==> src/rtl/slp_consts.svh <==
/*
 Constants for the synthesizer programming-word block: field positions,
 select codes, reset values and timing figures.
 Assumes inclusion by bare name from the package and the design module.
*/
// What this block does
// - Serial data shifts into a 24-bit register on rising serial clock, MSB first.
// - Latch strobe rising edge copies the shift register to the selected word.
// - Select bits 0,0 store the word into the control word.
// - Control word write at initial power-up powers the device and starts settling.
// - Chip-enable cycle with unchanged feedback word relocks in the same band.
// - Control-word power cycle with unchanged feedback word relocks in same band.
// - Power-down mode field: sync select bit 21, enable bit 20.
// - Enable 1 with sync select 0 powers down immediately.
// - Enable and sync both 1: power down on second reference edge after strobe.
// - Chip-enable low disables the device at once, whatever the bits say.
// - Power-down forces reference, feedback and timeout counters to load state.
// - Power-down forces the charge pump output to three-state.
// - Power-down resets digital lock detection, clearing the lock indication.
// - Power-down puts output stage high impedance, disables reference buffer.
// - Serial input register keeps accepting and latching words in power-down.
// - Two prescaler select bits choose the dual-modulus prescaler value.
// - Counter clear bit 4 holds reference and swallow/main counters in reset.
// - Pump gain bit is shared by control bit 10 and feedback bit 21, latest wins.
`ifndef SLP_CONSTS_SVH
`define SLP_CONSTS_SVH
`define SLP_WORD_W 24
`define SLP_SEL_CTRL 2'h0
`define SLP_SEL_REF 2'h1
`define SLP_SEL_FB 2'h2
`define SLP_SEL_TEST 2'h3
`define SLP_WORD_RST 24'h000000
`define SLP_BIT_PD_SYNC 21
`define SLP_BIT_PD_EN 20
`define SLP_BIT_CTRL_GAIN 10
`define SLP_BIT_CTRL_TRI 9
`define SLP_BIT_CLEAR 4
`define SLP_BIT_FB_GAIN 21
`define SLP_SYNC_EDGES 2'h2
`define SLP_SETTLE_LONG_NS 5000000
`define SLP_SETTLE_SHORT_NS 600000
`define SLP_CLK_NS 100
`endif

==> src/rtl/slp_pkg.sv <==
/*
 Types for the synthesizer programming-word block.
 Assumes the constants header sits beside it.
*/
`include "slp_consts.svh"
package slp_pkg;
    typedef enum logic [2:0] {
        SLP_OFF = 3'h1,
        SLP_RUN = 3'h2,
        SLP_SYNC_WAIT = 3'h4
    } slp_pwr_t;

    typedef struct packed {
        logic prescaler_select_high;
        logic prescaler_select_low;
        logic powerdown_sync_select;
        logic powerdown_enable_bit;
        logic [2:0] pump_current_setting_two;
        logic [2:0] pump_current_setting_one;
        logic [1:0] output_drive_select;
        logic mute_until_locked;
        logic pump_gain_select;
        logic pump_three_state;
        logic detector_polarity;
        logic [2:0] monitor_select;
        logic counter_clear_bit;
        logic [1:0] core_current_select;
        logic [1:0] word_select;
    } slp_ctrl_t;

    typedef struct packed {
        logic halved_feed_select;
        logic output_halve_enable;
        logic pump_gain_select;
        logic [12:0] main_count;
        logic spare_bit;
        logic [4:0] swallow_count;
        logic [1:0] word_select;
    } slp_fb_t;

    typedef struct packed {
        logic [1:0] spare_bits;
        logic [1:0] band_clock_divider;
        logic factory_test_bit;
        logic lock_count_select;
        logic [1:0] pulse_width_select;
        logic [13:0] reference_divide;
        logic [1:0] word_select;
    } slp_ref_t;

    // Two-flop synchroniser per pin, plus one edge-history bit on serial clock, strobe and reference output
    typedef struct packed {
        logic [2:0] sclk;
        logic [1:0] sdata;
        logic [2:0] strobe;
        logic [1:0] ce;
        logic [2:0] refo;
    } slp_sync_t;

    typedef struct packed {
        slp_sync_t sy;
        logic [23:0] shift;
        slp_ctrl_t ctrl;
        slp_fb_t fb;
        slp_ref_t rref;
        logic gain;
        logic fb_dirty;
        logic powered_once;
        logic [1:0] sync_cnt;
        slp_pwr_t pwr;
        logic [1:0] last_sel;
        logic word_pulse;
    } slp_state_t;
endpackage

==> src/rtl/slp_core.sv <==
/*
 Serial programming-word decode and power state control.
 Assumes serial clock, data, strobe, chip enable and reference counter
 output arrive asynchronously; serial clock is far slower than core clock.
*/
`timescale 1ns/1ps
`include "slp_consts.svh"
module slp_core (
    // Clock and reset
    input wire logic core_clk_in,
    input wire logic resetn_in,
    // Serial link
    input wire logic serial_clk_in,
    input wire logic serial_data_in,
    input wire logic latch_strobe_in,
    // Pins and analog status
    input wire logic chip_enable_in,
    input wire logic ref_count_out_in,
    // Stored words
    output slp_pkg::slp_ctrl_t control_word_out,
    output slp_pkg::slp_fb_t feedback_divider_word_out,
    output slp_pkg::slp_ref_t reference_divider_word_out,
    output logic pump_gain_select_out,
    output logic [1:0] prescaler_select_out,
    output logic word_latched_out,
    output logic [1:0] word_latched_sel_out,
    // Power effects
    output logic powered_down_out,
    output logic counters_load_out,
    output logic pump_three_state_out,
    output logic lock_detect_reset_out,
    output logic output_stage_hiz_out,
    output logic ref_buffer_disable_out,
    output logic vco_bias_enable_out,
    output logic band_select_start_out,
    output logic feedback_changed_in_pd_out
);
    slp_pkg::slp_state_t st;
    slp_pkg::slp_state_t next_st;
    logic sclk_rise;
    logic strobe_rise;
    logic ref_rise;
    logic ce_low;
    logic [23:0] word;

    always_comb begin
        next_st = st;
        next_st.sy.sclk = {st.sy.sclk[1:0], serial_clk_in};
        next_st.sy.sdata = {st.sy.sdata[0], serial_data_in};
        next_st.sy.strobe = {st.sy.strobe[1:0], latch_strobe_in};
        next_st.sy.ce = {st.sy.ce[0], chip_enable_in};
        next_st.sy.refo = {st.sy.refo[1:0], ref_count_out_in};
        sclk_rise = st.sy.sclk[1] && !st.sy.sclk[2];
        strobe_rise = st.sy.strobe[1] && !st.sy.strobe[2];
        ref_rise = st.sy.refo[1] && !st.sy.refo[2];
        ce_low = !st.sy.ce[1];
        word = st.shift;
        next_st.word_pulse = 1'b0;
        if (sclk_rise) begin
            next_st.shift = {st.shift[22:0], st.sy.sdata[1]};
        end
        if (strobe_rise) begin
            next_st.word_pulse = 1'b1;
            next_st.last_sel = word[1:0];
            case (word[1:0])
                `SLP_SEL_CTRL: begin
                    next_st.ctrl = slp_pkg::slp_ctrl_t'(word);
                    next_st.gain = word[`SLP_BIT_CTRL_GAIN];
                    next_st.powered_once = 1'b1;
                    if (word[`SLP_BIT_PD_EN] && word[`SLP_BIT_PD_SYNC]) begin
                        if (st.pwr == slp_pkg::SLP_RUN) begin
                            next_st.pwr = slp_pkg::SLP_SYNC_WAIT;
                            next_st.sync_cnt = 2'h0;
                        end
                    end else if (word[`SLP_BIT_PD_EN]) begin
                        next_st.pwr = slp_pkg::SLP_OFF;
                    end else begin
                        // power up, fb word kept so band holds
                        next_st.pwr = slp_pkg::SLP_RUN;
                        next_st.fb_dirty = 1'b0;
                    end
                end
                `SLP_SEL_FB: begin
                    next_st.fb = slp_pkg::slp_fb_t'(word);
                    next_st.gain = word[`SLP_BIT_FB_GAIN];
                    if (st.pwr == slp_pkg::SLP_OFF || ce_low) begin
                        next_st.fb_dirty = 1'b1;
                    end
                end
                `SLP_SEL_REF: begin
                    next_st.rref = slp_pkg::slp_ref_t'(word);
                end
                // Factory test word is dropped on purpose
                `SLP_SEL_TEST: begin
                    next_st.last_sel = `SLP_SEL_TEST;
                end
                default: begin
                    next_st.last_sel = word[1:0];
                end
            endcase
        end
        if (st.pwr == slp_pkg::SLP_SYNC_WAIT && ref_rise) begin
            next_st.sync_cnt = st.sync_cnt + 2'h1;
            if (st.sync_cnt + 2'h1 == `SLP_SYNC_EDGES) begin
                next_st.pwr = slp_pkg::SLP_OFF;
            end
        end
    end

    always_ff @(posedge core_clk_in or negedge resetn_in) begin
        if (!resetn_in) begin
            st <= '0;
            st.pwr <= slp_pkg::SLP_OFF;
        end else begin
            st <= next_st;
        end
    end

    logic pd;
    assign pd = (st.pwr == slp_pkg::SLP_OFF) || ce_low;
    // band kept through chip-enable cycle: band restarts only on fb write
    assign band_select_start_out = st.word_pulse
        && st.last_sel == `SLP_SEL_FB;
    assign control_word_out = st.ctrl;
    assign feedback_divider_word_out = st.fb;
    assign reference_divider_word_out = st.rref;
    assign pump_gain_select_out = st.gain;
    assign prescaler_select_out = {st.ctrl.prescaler_select_high,
        st.ctrl.prescaler_select_low};
    assign word_latched_out = st.word_pulse;
    assign word_latched_sel_out = st.last_sel;
    assign powered_down_out = pd;
    assign counters_load_out = pd || st.ctrl.counter_clear_bit;
    assign pump_three_state_out = pd || st.ctrl.pump_three_state;
    assign lock_detect_reset_out = pd;
    // output stage and reference buffer off
    assign output_stage_hiz_out = pd;
    assign ref_buffer_disable_out = pd;
    // bias settles from first control write
    assign vco_bias_enable_out = !pd && st.powered_once;
    assign feedback_changed_in_pd_out = st.fb_dirty;

    chk_async_pd: assert property (@(posedge core_clk_in)
        disable iff (!resetn_in)
        (strobe_rise && st.shift[1:0] == `SLP_SEL_CTRL
         && st.shift[20] && !st.shift[21]) |=> powered_down_out)
        else $error("async power-down missed");
    chk_ce_override: assert property (@(posedge core_clk_in)
        disable iff (!resetn_in)
        ce_low |-> powered_down_out && output_stage_hiz_out)
        else $error("chip enable low not honoured");
    chk_sync_wait: assert property (@(posedge core_clk_in)
        disable iff (!resetn_in)
        (st.pwr == slp_pkg::SLP_SYNC_WAIT && st.sync_cnt == 2'h0
         && ref_rise && !strobe_rise && st.sy.ce[0]) |=> !powered_down_out)
        else $error("sync power-down too early");
    chk_sync_done: assert property (@(posedge core_clk_in)
        disable iff (!resetn_in)
        (st.pwr == slp_pkg::SLP_SYNC_WAIT && st.sync_cnt == 2'h1
         && ref_rise && !strobe_rise) |=> powered_down_out)
        else $error("sync power-down late");
    chk_pump_tri: assert property (@(posedge core_clk_in)
        disable iff (!resetn_in)
        powered_down_out |-> pump_three_state_out && counters_load_out
        && lock_detect_reset_out && ref_buffer_disable_out)
        else $error("power-down effects missing");
    chk_shift_msb: assert property (@(posedge core_clk_in)
        disable iff (!resetn_in)
        sclk_rise |=> st.shift[0] == $past(st.sy.sdata[1]))
        else $error("shift bit wrong");
    chk_ctrl_store: assert property (@(posedge core_clk_in)
        disable iff (!resetn_in)
        (strobe_rise && st.shift[1:0] == `SLP_SEL_CTRL)
        |=> control_word_out == $past(st.shift))
        else $error("control word not stored");
    chk_gain_latest: assert property (@(posedge core_clk_in)
        disable iff (!resetn_in)
        (strobe_rise && st.shift[1:0] == `SLP_SEL_FB)
        |=> pump_gain_select_out == $past(st.shift[21]))
        else $error("pump gain not latest");
    chk_clear_hold: assert property (@(posedge core_clk_in)
        disable iff (!resetn_in)
        st.ctrl.counter_clear_bit |-> counters_load_out)
        else $error("counter clear ignored");
    // earlier bits move up one place
    chk_shift_order: assert property (@(posedge core_clk_in)
        disable iff (!resetn_in)
        sclk_rise |=> st.shift[23:1] == $past(st.shift[22:0]))
        else $error("shift order wrong");
    chk_ref_store: assert property (@(posedge core_clk_in)
        disable iff (!resetn_in)
        (strobe_rise && st.shift[1:0] == `SLP_SEL_REF)
        |=> reference_divider_word_out == $past(st.shift))
        else $error("reference word not stored");
    chk_fb_store: assert property (@(posedge core_clk_in)
        disable iff (!resetn_in)
        (strobe_rise && st.shift[1:0] == `SLP_SEL_FB)
        |=> feedback_divider_word_out == $past(st.shift))
        else $error("feedback word not stored");
    // test word leaves stored words alone
    chk_test_drop: assert property (@(posedge core_clk_in)
        disable iff (!resetn_in)
        (strobe_rise && st.shift[1:0] == `SLP_SEL_TEST)
        |=> $stable(control_word_out) && $stable(feedback_divider_word_out)
        && $stable(reference_divider_word_out))
        else $error("test word reached a stored word");
    chk_latch_in_pd: assert property (@(posedge core_clk_in)
        disable iff (!resetn_in)
        (strobe_rise && powered_down_out) |=> word_latched_out)
        else $error("latch lost in power-down");
    cov_sync: cover property (@(posedge core_clk_in)
        st.pwr == slp_pkg::SLP_SYNC_WAIT ##[1:200] powered_down_out);
    cov_fb: cover property (@(posedge core_clk_in) band_select_start_out);
    cov_ce: cover property (@(posedge core_clk_in)
        ce_low ##1 !ce_low);
    cov_test: cover property (@(posedge core_clk_in)
        word_latched_out && word_latched_sel_out == `SLP_SEL_TEST);
endmodule

==> config.mk <==
export PLATFORM = sky130hd
export DESIGN_NAME = slp_core
export DESIGN_NICKNAME = d
export VERILOG_FILES = /design/src/rtl/slp_pkg.sv /design/src/rtl/slp_core.sv
export VERILOG_INCLUDE_DIRS = /design/src /design/src/rtl
export SDC_FILE = /design/constraint.sdc
export NUM_CORES = 1
export LEC_CHECK = 0
export ABC_AREA = 1
export BUFFER_PORTS_ARGS = -buffer_cell sky130_fd_sc_hd__buf_2
export CAP_MARGIN = 10
export CORE_UTILIZATION = 55
export CTS_BUF_LIST = sky130_fd_sc_hd__clkbuf_4 sky130_fd_sc_hd__clkbuf_8 sky130_fd_sc_hd__clkbuf_16
export DETAILED_ROUTE_END_ITERATION = 8
export PLACE_DENSITY = 0.79
export SETUP_SLACK_MARGIN = 0.2
export SYNTH_ARGS = -nofsm -noshare
export SYNTH_HDL_FRONTEND = slang
export SYNTH_SLANG_ARGS = --single-unit
export TNS_END_PERCENT = 10
==> constraint.sdc <==
create_clock -name core_clk_in -period 1.35 [get_ports core_clk_in]
set_input_delay 0.135 -clock core_clk_in [delete_from_list [all_inputs] [get_ports core_clk_in]]
set_output_delay 0.135 -clock core_clk_in [all_outputs]
set_load 0.03 [all_outputs]
; ---- After elaboration in Yosys (flattened, before gate mapping)
; Cells that the tools add are included.
[word_totals]
register_bits = 120
input_bits = 7
word_cells = 94
[op_classes]
add_sub_neg = 1
n_eq_ne = 11
mux = 13
reduce_logical = 27
[ops]
columns = operator, n
row1 = $mux W5, 3
row2 = $reduce_bool A2 Y1, 5
row3 = $eq A2 B2 Y1 const B, 4
row4 = $mux W8, 1
row5 = $reduce_and A2 Y1, 4
row6 = $logic_and A1 B1 Y1, 7
row7 = $mux W2, 3
row8 = $mux W3, 2
row9 = $ne A2 B2 Y1 const B, 3
row10 = $logic_not A1 Y1, 5
row11 = $reduce_and A5 Y1, 1
row12 = $pmux W2 S2, 1
row13 = $reduce_and A4 Y1, 1
row14 = $eq A3 B1 Y1 const B, 1
row15 = $eq A3 B2 Y1 const B, 1
row16 = $eq A3 B3 Y1 const B, 1
row17 = $logic_or A1 B1 Y1, 3
row18 = $mux W1, 3
row19 = $add A2 B1 Y2 const B, 1
row20 = $eq A2 B1 Y1 const B, 1
row21 = $logic_not A2 Y1, 1

; ---- Logic depth before layout (Yosys ltp)
; Gate-level depths: netlist (run 1).
[depth]
ltp_word = 7
ltp_mapped = 8
depth_no_buf = 7

; ---- Worst setup path after synthesis (run 1)
; OpenSTA, ideal clock, no wires.
[synth_path]
path_type = reg2out
startpoint = reg st[4] (netlist name)
endpoint = out vco_bias_enable_out
arrival_ns = 1.268
t_required_ns = 1.215
setup_slack_ns = -0.053
stages_incl_launch_ff = 5
path_cell_list = dfrtp_1 -> inv_1 -> nand3_1 -> nand2_1 -> nor2_1
[synth_via]
elab_chain_len = 4
[synth_rtl]
columns = element, line
row1 = start: declaration, slp_core.sv:38  ; slp_pkg::slp_state_t st;
row2 = start signal: assignment, slp_core.sv:115  ; st <= next_st;
row3 = $eq A3 B1 Y1, slp_core.sv:120  ; assign pd = (st.pwr == slp_pkg::SLP_OFF) || ce_low;
row4 = $logic_or A1 B1 Y1, slp_core.sv:120
row5 = named net lock_detect_reset_out, slp_core.sv:31  ; output logic lock_detect_reset_out,
row6 = $logic_not A1 Y1, slp_core.sv:140  ; assign vco_bias_enable_out = !pd && st.powered_once;
row7 = $logic_and A1 B1 Y1, slp_core.sv:140
row8 = end: declaration, slp_core.sv:34  ; output logic vco_bias_enable_out,
; The timed path passes the listed nets, and every way through them passes these cells.

; ---- Final worst setup path (run 1)
[layout_path]
startpoint = reg st[3] (netlist name)
endpoint = out pump_three_state_out
[layout_via]
elab_chain_len = 3
[layout_rtl]
columns = element, line
row1 = $eq A3 B1 Y1, slp_core.sv:120
row2 = $logic_or A1 B1 Y1, slp_core.sv:120
row3 = $logic_or A1 B1 Y1, slp_core.sv:134  ; assign pump_three_state_out = pd || st.ctrl.pump_three_state;
row4 = end: declaration, slp_core.sv:30  ; output logic pump_three_state_out,
; No other way between the ends.

==> run metrics, run 1 <==
RR Startpoint next_st[114]; drt via density 5.49; Mapped Nets 516; crit path capture type primary output; Reg2Reg Setup Slack -0.02 ns; routed wire length 14.2 mm; Final Net Count 575; Register-to-Register Path Depth 6; Placer Congestion 0.835; fmax 0.599 GHz; CORE AREA 0.00889 sq mm; clk_skew 0.00836 ns; critical path fanouts, max 7; Die Y 98.7 um; share of layout cells above drive strength 1 0.548; biggest area consumer among synthesized cells dfrtp_1; CTS buffer count 17; PwrDens 1680 mW/mm^2; Max Cap Viol 0; clock slew at the register clock pins of the worst setup and hold paths 0.06 ns; Mapped Area 0.00514 sq mm; CTS tree built; Pre-antenna DRT Iters 4; final hold slack 0.0618 ns; Synth top cells by count dfrtp_1, nand2_1, buf_4; sequential share of the synthesized area 0.584; Root Driver clkbuf_8; placed cell count 624; clock sinks 120; largest net degree at the start of global routing 49; Area Overhead vs Synth 44.6%; first-pass GRT wire length 19.3 mm; CP arrival 1.53 ns; die span in x 98.7 um; worst flop-to-flop path endpoint reference_divider_word_out[13]; RSZ-0062 raised after global routing yes; Yosys cell types 27; IO Pins 94; failing checks setup timing; syn avg cell area 10.1 sq um; final slew viol count 0; minimum clock period after layout 1.67 ns; min-delay worst type in2async; Post-DRT Antenna Nets 0; vias in the first global route 3839; WP data required 1.22 ns; number of enable flip-flop cells after synthesis 0; CTS Buffer Depth 2; Post-Syn Instances 508; Starting Density 0.578; VDD IR-drop max 1230 uV; Worst slew margin 0.777; average wire per standard cell 20.6 um; H-tree lvl count 4; DRT iter0 DRCs 330; top post-synthesis cells by area dfrtp_1, buf_4, nand2_1; Synth Flop Type dfrtp_1; synthesis warning total 0; Post-synth ARST share 1.00; Final Hold Fails 0; area fraction of the dominant cell type after synthesis 0.579; Tcrit/Tclk final 1.24; # rows 34; #FFs+latches synth 120; setup_tns -2.09 ns; DRC Markers 0; most frequent cell after synthesis dfrtp_1; final worst slack -0.319 ns; initial antenna violation count 0; final setup violation count 10; Worst-Margin Slew 0.335 ns; Fillers 392; status finished with violations; GRT Total Usage 0.265; DP Wirelength 6.30 mm; fin cells 688; Clock Latency Late Sink 0.52 ns; grt total ovfl 0; CP startpoint kind register; Leakage Power 3.48 nW; die area 0.00974 sq mm; port bufs 93; type of the worst setup path reg2out; DR vias 3777; ANT cells 0
report_power, final:
part / switching (mW) / total, mW / internal [mW]
combinational: 1.64 / 2.79 / 1.15
clock: 1.65 / 5.17 / 3.52
sequential: 0.499 / 4.54 / 4.04
logic make-up (layout without fill, tap and decap cells):
logic type / count (synthesis) / after routing / share of synthesized area
DFF: 120 / 120 / 0.584
adders and majority gates: 1 / 1 / 0.00243
buffers and inverters: 138 / 209 / 0.175
and+or+nand+nor: 153 / 154 / 0.129
AOI/OAI and AO/OA: 96 / 96 / 0.109
state kept, by name (all words and copies together) (netlist names):
register                    count
word_latched_out                1
control_word_out               24
pump_gain_select_out            1
st                             11
word                           24
feedback_divider_word_out      24
reference_divider_word_out     24
word_latched_sel_out            2
feedback_changed_in_pd_out      1
next_st                         8
metrics by stage:
stage / setup WS [ns] / power (mW) / instance area, sq um / util
after floorplan: 0.191 / 6.02 / 5180 / -
after global placement: 0.109 / 6.17 / 5210 / 0.586
after detailed placement: 0.0638 / 6.23 / 5210 / 0.586
after CTS: -0.311 / 12.1 / 7000 / 0.788
after global routing: -0.342 / 12.9 / 7430 / 0.836
final: -0.319 / 12.5 / 7430 / 0.836
metal layers:
layer / wire length, um / track usage
met1: 5310 / 0.304
met2: 7610 / 0.471
met3: 755 / 0.0624
met4: 505 / 0.125
met5: 0 / 0
placed cells by master, fill, tap and decap left out, drive strengths merged:
cell type,count
clkinvlp,2
nand4,1
ha,1
buf,126
dfstp,1
a21oi,2
nand2,115
clkbuf,25
clkinv,2
nor3,1
bufinv,6
dlygate4sd3,6
o21ai,94
inv,42
dfrtp,119
or2,6
nor2,22
nand3,9
timing repair:
item | in CTS | in global routing
resized for setup | 287 | 65
hold endpoints to repair | 125 | 0
pin swaps | 46 | 33
hold buffers | 6 | 0
gates cloned | 3 | 5
setup buffers | 9 | 9
endpoints found under the setup margin | 156 | 160
worst max-delay path: stages (launching register included):
cell     delay (ns)
dfstp_2        0.57
nand3_4        0.10
nand2_4        0.10
or2_4          0.13
buf_6          0.12
final cells by class:
class	instances	area [sq um]	area share
clock buffers	21	457	0.0614
clock inverters	11	218	0.0293
inverters	41	164	0.0221
multi-input cells	251	1840	0.248
flip-flops and latches	120	3010	0.405
well taps	108	135	0.0182
repair buffers	136	1600	0.216
how the worst max path moves through the flow:
| stage | start | end | slack, ns | cells after the start |
|---|---|---|---|---|
| 2_1_floorplan | next_st[114] | control_word_out[21] | 0.19 | 7 |
| 3_3_place_gp | st[3] | counters_load_out | 0.11 | 4 |
| 3_5_place_dp | next_st[114] | control_word_out[3] | 0.06 | 6 |
| 4_1_cts | st[3] | pump_three_state_out | -0.31 | 4 |
| 5_1_grt | st[3] | pump_three_state_out | -0.34 | 4 |
| 6_report | st[3] | pump_three_state_out | -0.32 | 4 |
Note: power is estimated with default switching activity, not from simulation.
==> run 2: changes to the inputs <==
- RECOVER_POWER: not set -> 25
==> run 2 against run 1 <==
- the flow still finishes with violations (setup timing)
- largest cell class unchanged
- critical path type unchanged
- flip-flop and latch count is the same
- clock-buffer cell count stayed put
- critical path depth is the same
- wire length increased by 0.26%
- clock power is essentially flat
==> run metrics, run 2 (same netlist as run 1, synthesis figures left out) <==
die span in x 98.7 um (unchanged); grt total ovfl 0 (unchanged); Placer Congestion 0.835 (unchanged); GRT Total Usage 0.265 (unchanged); Leakage Power 3.47 nW (-0.31%); worst flop-to-flop path endpoint reference_divider_word_out[13]; final setup violation count 11 (+1); first-pass GRT wire length 19.3 mm (unchanged); fin cells 688 (unchanged); Final Hold Fails 0 (unchanged); largest net degree at the start of global routing 49 (unchanged); Register-to-Register Path Depth 6 (unchanged); CTS tree built; CP arrival 1.53 ns (about the same); DRT iter0 DRCs 300 (-9.1%); drt via density 5.55 (+1.1%); initial antenna violation count 0 (unchanged); Worst slew margin 0.614 (-0.162); most common cell after layout, fill and taps aside dfrtp_1; Root Driver clkbuf_8; ANT cells 0 (unchanged); min-delay worst type in2async; CP startpoint kind register; Die Y 98.7 um (unchanged); Final Net Count 575 (unchanged); PwrDens 1690 mW/mm^2 (+0.29%); RSZ-0062 raised after global routing yes; type of the worst setup path reg2out; die area 0.00974 sq mm (unchanged); crit path capture type primary output; clk_skew 0.00710 ns (-0.00126 ns); IO Pins 94 (unchanged); port bufs 93 (unchanged); Post-DRT Antenna Nets 0 (unchanged); routed wire length 14.2 mm (+0.26%); commonest cells after routing, fill and taps aside dfrtp_1, buf_6, nand2_4; DP Wirelength 6.30 mm (unchanged); average wire per standard cell 20.7 um (+0.26%); Tcrit/Tclk final 1.23 (-0.00296); VDD IR-drop max 1230 uV (-0.18%); vias in the first global route 3839 (unchanged); final slew viol count 0 (unchanged); CTS buffer count 17 (unchanged); status finished with violations; WP data required 1.22 ns (about the same); H-tree lvl count 4 (unchanged); CORE AREA 0.00889 sq mm (unchanged); Reg2Reg Setup Slack -0.02 ns (about the same); RR Startpoint next_st[114]; placed cell count 624 (unchanged); critical path fanouts, max 7 (unchanged); final worst slack -0.315 ns (+0.00399 ns); Max Cap Viol 0 (unchanged); failing checks setup timing; share of layout cells above drive strength 1 0.548 (unchanged); minimum clock period after layout 1.67 ns (-0.00399 ns); clock slew at the register clock pins of the worst setup and hold paths 0.06 ns (about the same); Area Overhead vs Synth 44.0%; # rows 34 (unchanged); CTS Buffer Depth 2 (unchanged); Worst-Margin Slew 0.579 ns (+0.244 ns); Clock Latency Late Sink 0.52 ns (about the same); Fillers 397 (+1.3%); Starting Density 0.578 (unchanged); clock sinks 120 (unchanged); CP startpoint st[3]; DRC Markers 0 (unchanged); Pre-antenna DRT Iters 4 (unchanged); DR vias 3818 (+1.1%); final core utilization 0.833 (-0.00338); fmax 0.601 GHz (+0.24%)
## run 2: cell types whose count changed in the layout (fill, tap and decap cells not counted)
cell	delta
buf_12	-2
buf_2	+1
buf_4	-1
clkbuf_2	+1
clkbuf_4	+1
## run 2: power by group
part	total [mW]	switching [mW]	internal, mW	leakage, nW
logic	2.79	1.64	1.14	1.56
registers	4.54	0.500	4.04	1.58
clock network	5.16	1.64	3.52	0.326
## run 2: critical path, stage by stage, from the launching register on
cell and delay, ns:
dfstp_2 0.57, nand3_4 0.10, nand2_4 0.10, or2_4 0.13
buf_6 0.12
## run 2: stage by stage
step	setup TNS, ns	hold WS, ns	worst slack (ns)	area [sq um]	power [mW]
final	-2.07	0.147	-0.315	7400	12.5
after global routing	-3.20	0.197	-0.342	7400	12.8
after CTS	-2.00	0.0628	-0.311	7000	12.1
after detailed placement	0	0.0614	0.0638	5210	6.23
after global placement	0	0.0547	0.109	5210	6.17
after floorplan	0	-0.161	0.191	5180	6.02
## run 2: worst max path at each step
stage,end,slack [ns],cells past startpoint
finish,pump_three_state_out,-0.32,4
global route,pump_three_state_out,-0.34,4
CTS,pump_three_state_out,-0.31,4
detailed placement,control_word_out[3],0.06,6
global placement,counters_load_out,0.11,4
floorplan,control_word_out[21],0.19,7
## run 2: layout make-up
| class | instances | area, sq um | area share |
|---|---|---|---|
| inverter | 41 | 164 | 0.0221 |
| clock buffer | 21 | 457 | 0.0617 |
| tap | 108 | 135 | 0.0183 |
| multi-input combinational | 251 | 1840 | 0.249 |
| clock inverter | 11 | 218 | 0.0294 |
| sequential | 120 | 3010 | 0.407 |
| timing repair buffer | 136 | 1570 | 0.213 |
## run 2: repair_timing
action / 4_1_cts / 5_1_grt
setup buffers: 9 / 9
endpoints found under the setup margin: 156 / 160
gates cloned: 3 / 5
hold buffers: 6 / 0
endpoints found under the hold margin: 125 / 0
resized for setup: 287 / 65
pin swaps: 46 / 33
## run 2: metal layers
layer	up-vias	GRT usage	routed length (um)
met4	0	0.125	502
met2	171	0.471	7680
met1	1935	0.304	5370
met5	-	0	0
li1	1664	-	-
met3	48	0.0624	663
==> run 3: changes to the inputs <==
- CORE_UTILIZATION: 55 -> 28
- PLACE_DENSITY: 0.79 -> not set
- clock period: 1.35 -> 2 ns (I/O delays scaled with it)
==> run 3 against run 2 <==
- the flow now finishes without violations
- clock skew fell by 0.0020 ns
- sequential share of layout area increased by 9.9 points
- non-clock buffer count down 29
- critical path depth stayed put
- clock power is 38% lower
- hold slack improved by 0.20 ns
- power shrank 41%
- design area down 20%
- largest cell class unchanged
- highest routed layer unchanged
==> run metrics, run 3 (same netlist as run 1, synthesis figures left out) <==
fin cells 779 (+13%); CTS tree built; Post-DRT Antenna Nets 0 (unchanged); final core utilization 0.330 (-0.502); vias in the first global route 2901 (-24%); setup_tns 0 ns (+2.07 ns); Largest delay share family, worst path flip-flops; die span in x 138 um (+39%); Root Driver clkbuf_16; crit path capture type primary output; DRC Markers 0 (unchanged); RSZ-0062 raised after global routing yes; Placer Congestion 0.761 (-8.8%); status complete, no violations; # rows 49 (+44%); initial antenna violation count 0 (unchanged); IO Pins 94 (unchanged); post-place instance area 0.00524 sq mm (+0.62%); Die Y 138 um (+39%); commonest cells after routing, fill and taps aside dfrtp_1, nand2_1, buf_2; largest net degree at the start of global routing 71 (+45%); port bufs 93 (unchanged); clock slew at the register clock pins of the worst setup and hold paths 0.05 ns (about the same); clock sinks 120 (unchanged); placed cell count 739 (+18%); PwrDens 1230 mW/mm^2 (-27%); Max Cap Viol 0 (unchanged); CP Cell Sequence nand3_4 > nand2_4 > or2_2 > clkbuf_4; routed wire length 9.80 mm (-31%); Final Hold Fails 0 (unchanged); CORE AREA 0.0180 sq mm (+100%); first-pass GRT wire length 15.4 mm (-20%); GRT Total Usage 0.112 (-0.153); DP Wirelength 6.33 mm (+0.45%); Worst slew margin 0.189 (-0.425); Multi-input gate area 0.00125 sq mm (-32%); CTS Buffer Depth 2 (unchanged); CTS buffer count 17 (unchanged); Pre-antenna DRT Iters 4 (unchanged); DRT iter0 DRCs 202 (-33%); Finished Cell Area 0.00593 sq mm (-20%); type of the worst setup path reg2out; HP Start next_st[111]; share of layout cells above drive strength 1 0.315 (-0.234); final setup violation count 0 (-11); RR Startpoint st[114]; Leakage Power 2.97 nW (-14%); fmax 0.587 GHz; CP startpoint st[3]; DR vias 3118 (-18%); clk_skew 0.00510 ns (-0.00201 ns); slowest CP cell dfstp_2; Starting Density 0.286 (-0.292); H-tree lvl count 4 (unchanged); ANT cells 0 (unchanged); Fillers 1847 (+370%); final slew viol count 0 (unchanged); WP buf/inv 1 (unchanged); CP max stage delay 0.60 ns (+0.03 ns); Tot Pwr 7.31 mW (-41%); die area 0.0189 sq mm (+94%); most common cell after layout, fill and taps aside dfrtp_1; Worst-Margin Slew 1.22 ns (+0.638 ns); Area Overhead vs Synth 15.4%; WP data required 1.80 ns (+0.58 ns); Storage cell area 0.00300 sq mm (-0.33%); grt total ovfl 0 (unchanged); VDD IR-drop max 616 uV (-50%); minimum clock period after layout 1.70 ns; average wire per standard cell 12.6 um (-39%); critical path fanouts, max 7 (unchanged); CP startpoint kind register; Clock Latency Late Sink 0.41 ns (-0.11 ns); drt via density 4.00 (-28%); CP arrival 1.50 ns (-0.03 ns); min-delay worst type reg2reg; Tcrit/Tclk final 0.851; Final Net Count 545 (-5.2%)
run 3: metal layers:
| metal | GRT usage | vias to the layer above | share of wire |
|---|---|---|---|
| met5 | 0 | - | 0 |
| met4 | 0.0623 | 0 | 0.020 |
| met3 | 0.0423 | 16 | 0.053 |
| met2 | 0.151 | 69 | 0.44 |
| met1 | 0.152 | 1444 | 0.49 |
| li1 | - | 1589 | - |
run 3: cell type report:
class,count,share of cell area
well taps,229,0.0483
flip-flops and latches,120,0.506
inverters,41,0.0259
clock buffers,24,0.0848
multi-input cells,250,0.212
clock inverters,8,0.0198
repair buffers,107,0.103
run 3: worst register-to-register path, stage by stage, from the launching register on:
cell and delay [ns]:
dfrtp_1 0.43, nor2_8 0.21, nand3_4 0.43, nand2_1 0.21, o21ai_1 0.09
run 3: metrics by stage:
| stage | hold WS (ns) | setup slack, ns |
|---|---|---|
| after global placement | 0.233 | 0.515 |
| after CTS | 0.347 | 0.178 |
| after floorplan | -0.0956 | 0.532 |
| final | 0.346 | 0.297 |
| after detailed placement | 0.226 | 0.493 |
| after global routing | 0.349 | 0.205 |
run 3: timing repair:
item,4_1_cts,5_1_grt
hold buffers,6,0
resized for setup,1,6
setup buffers,2,0
endpoints found under the hold margin,124,0
setup endpoints to repair,7,7
pin swaps,0,1
run 3: final timing paths:
kind | to | slack [ns] | depth (start not counted)
max in group asynchronous | feedback_divider_word_out[11] | 0.54 | 3
min | st[111] | 0.35 | 0
max reg2reg | reference_divider_word_out[5] | 0.49 | 4
min in group asynchronous | word[23] | 0.66 | 3
max | pump_three_state_out | 0.30 | 4
min reg2reg | st[111] | 0.35 | 0
run 3: report_power, final:
group / leakage, nW / internal (mW) / switching, mW
logic: 1.07 / 0.341 / 0.895
clock network: 0.310 / 2.12 / 1.06
registers: 1.59 / 2.72 / 0.172
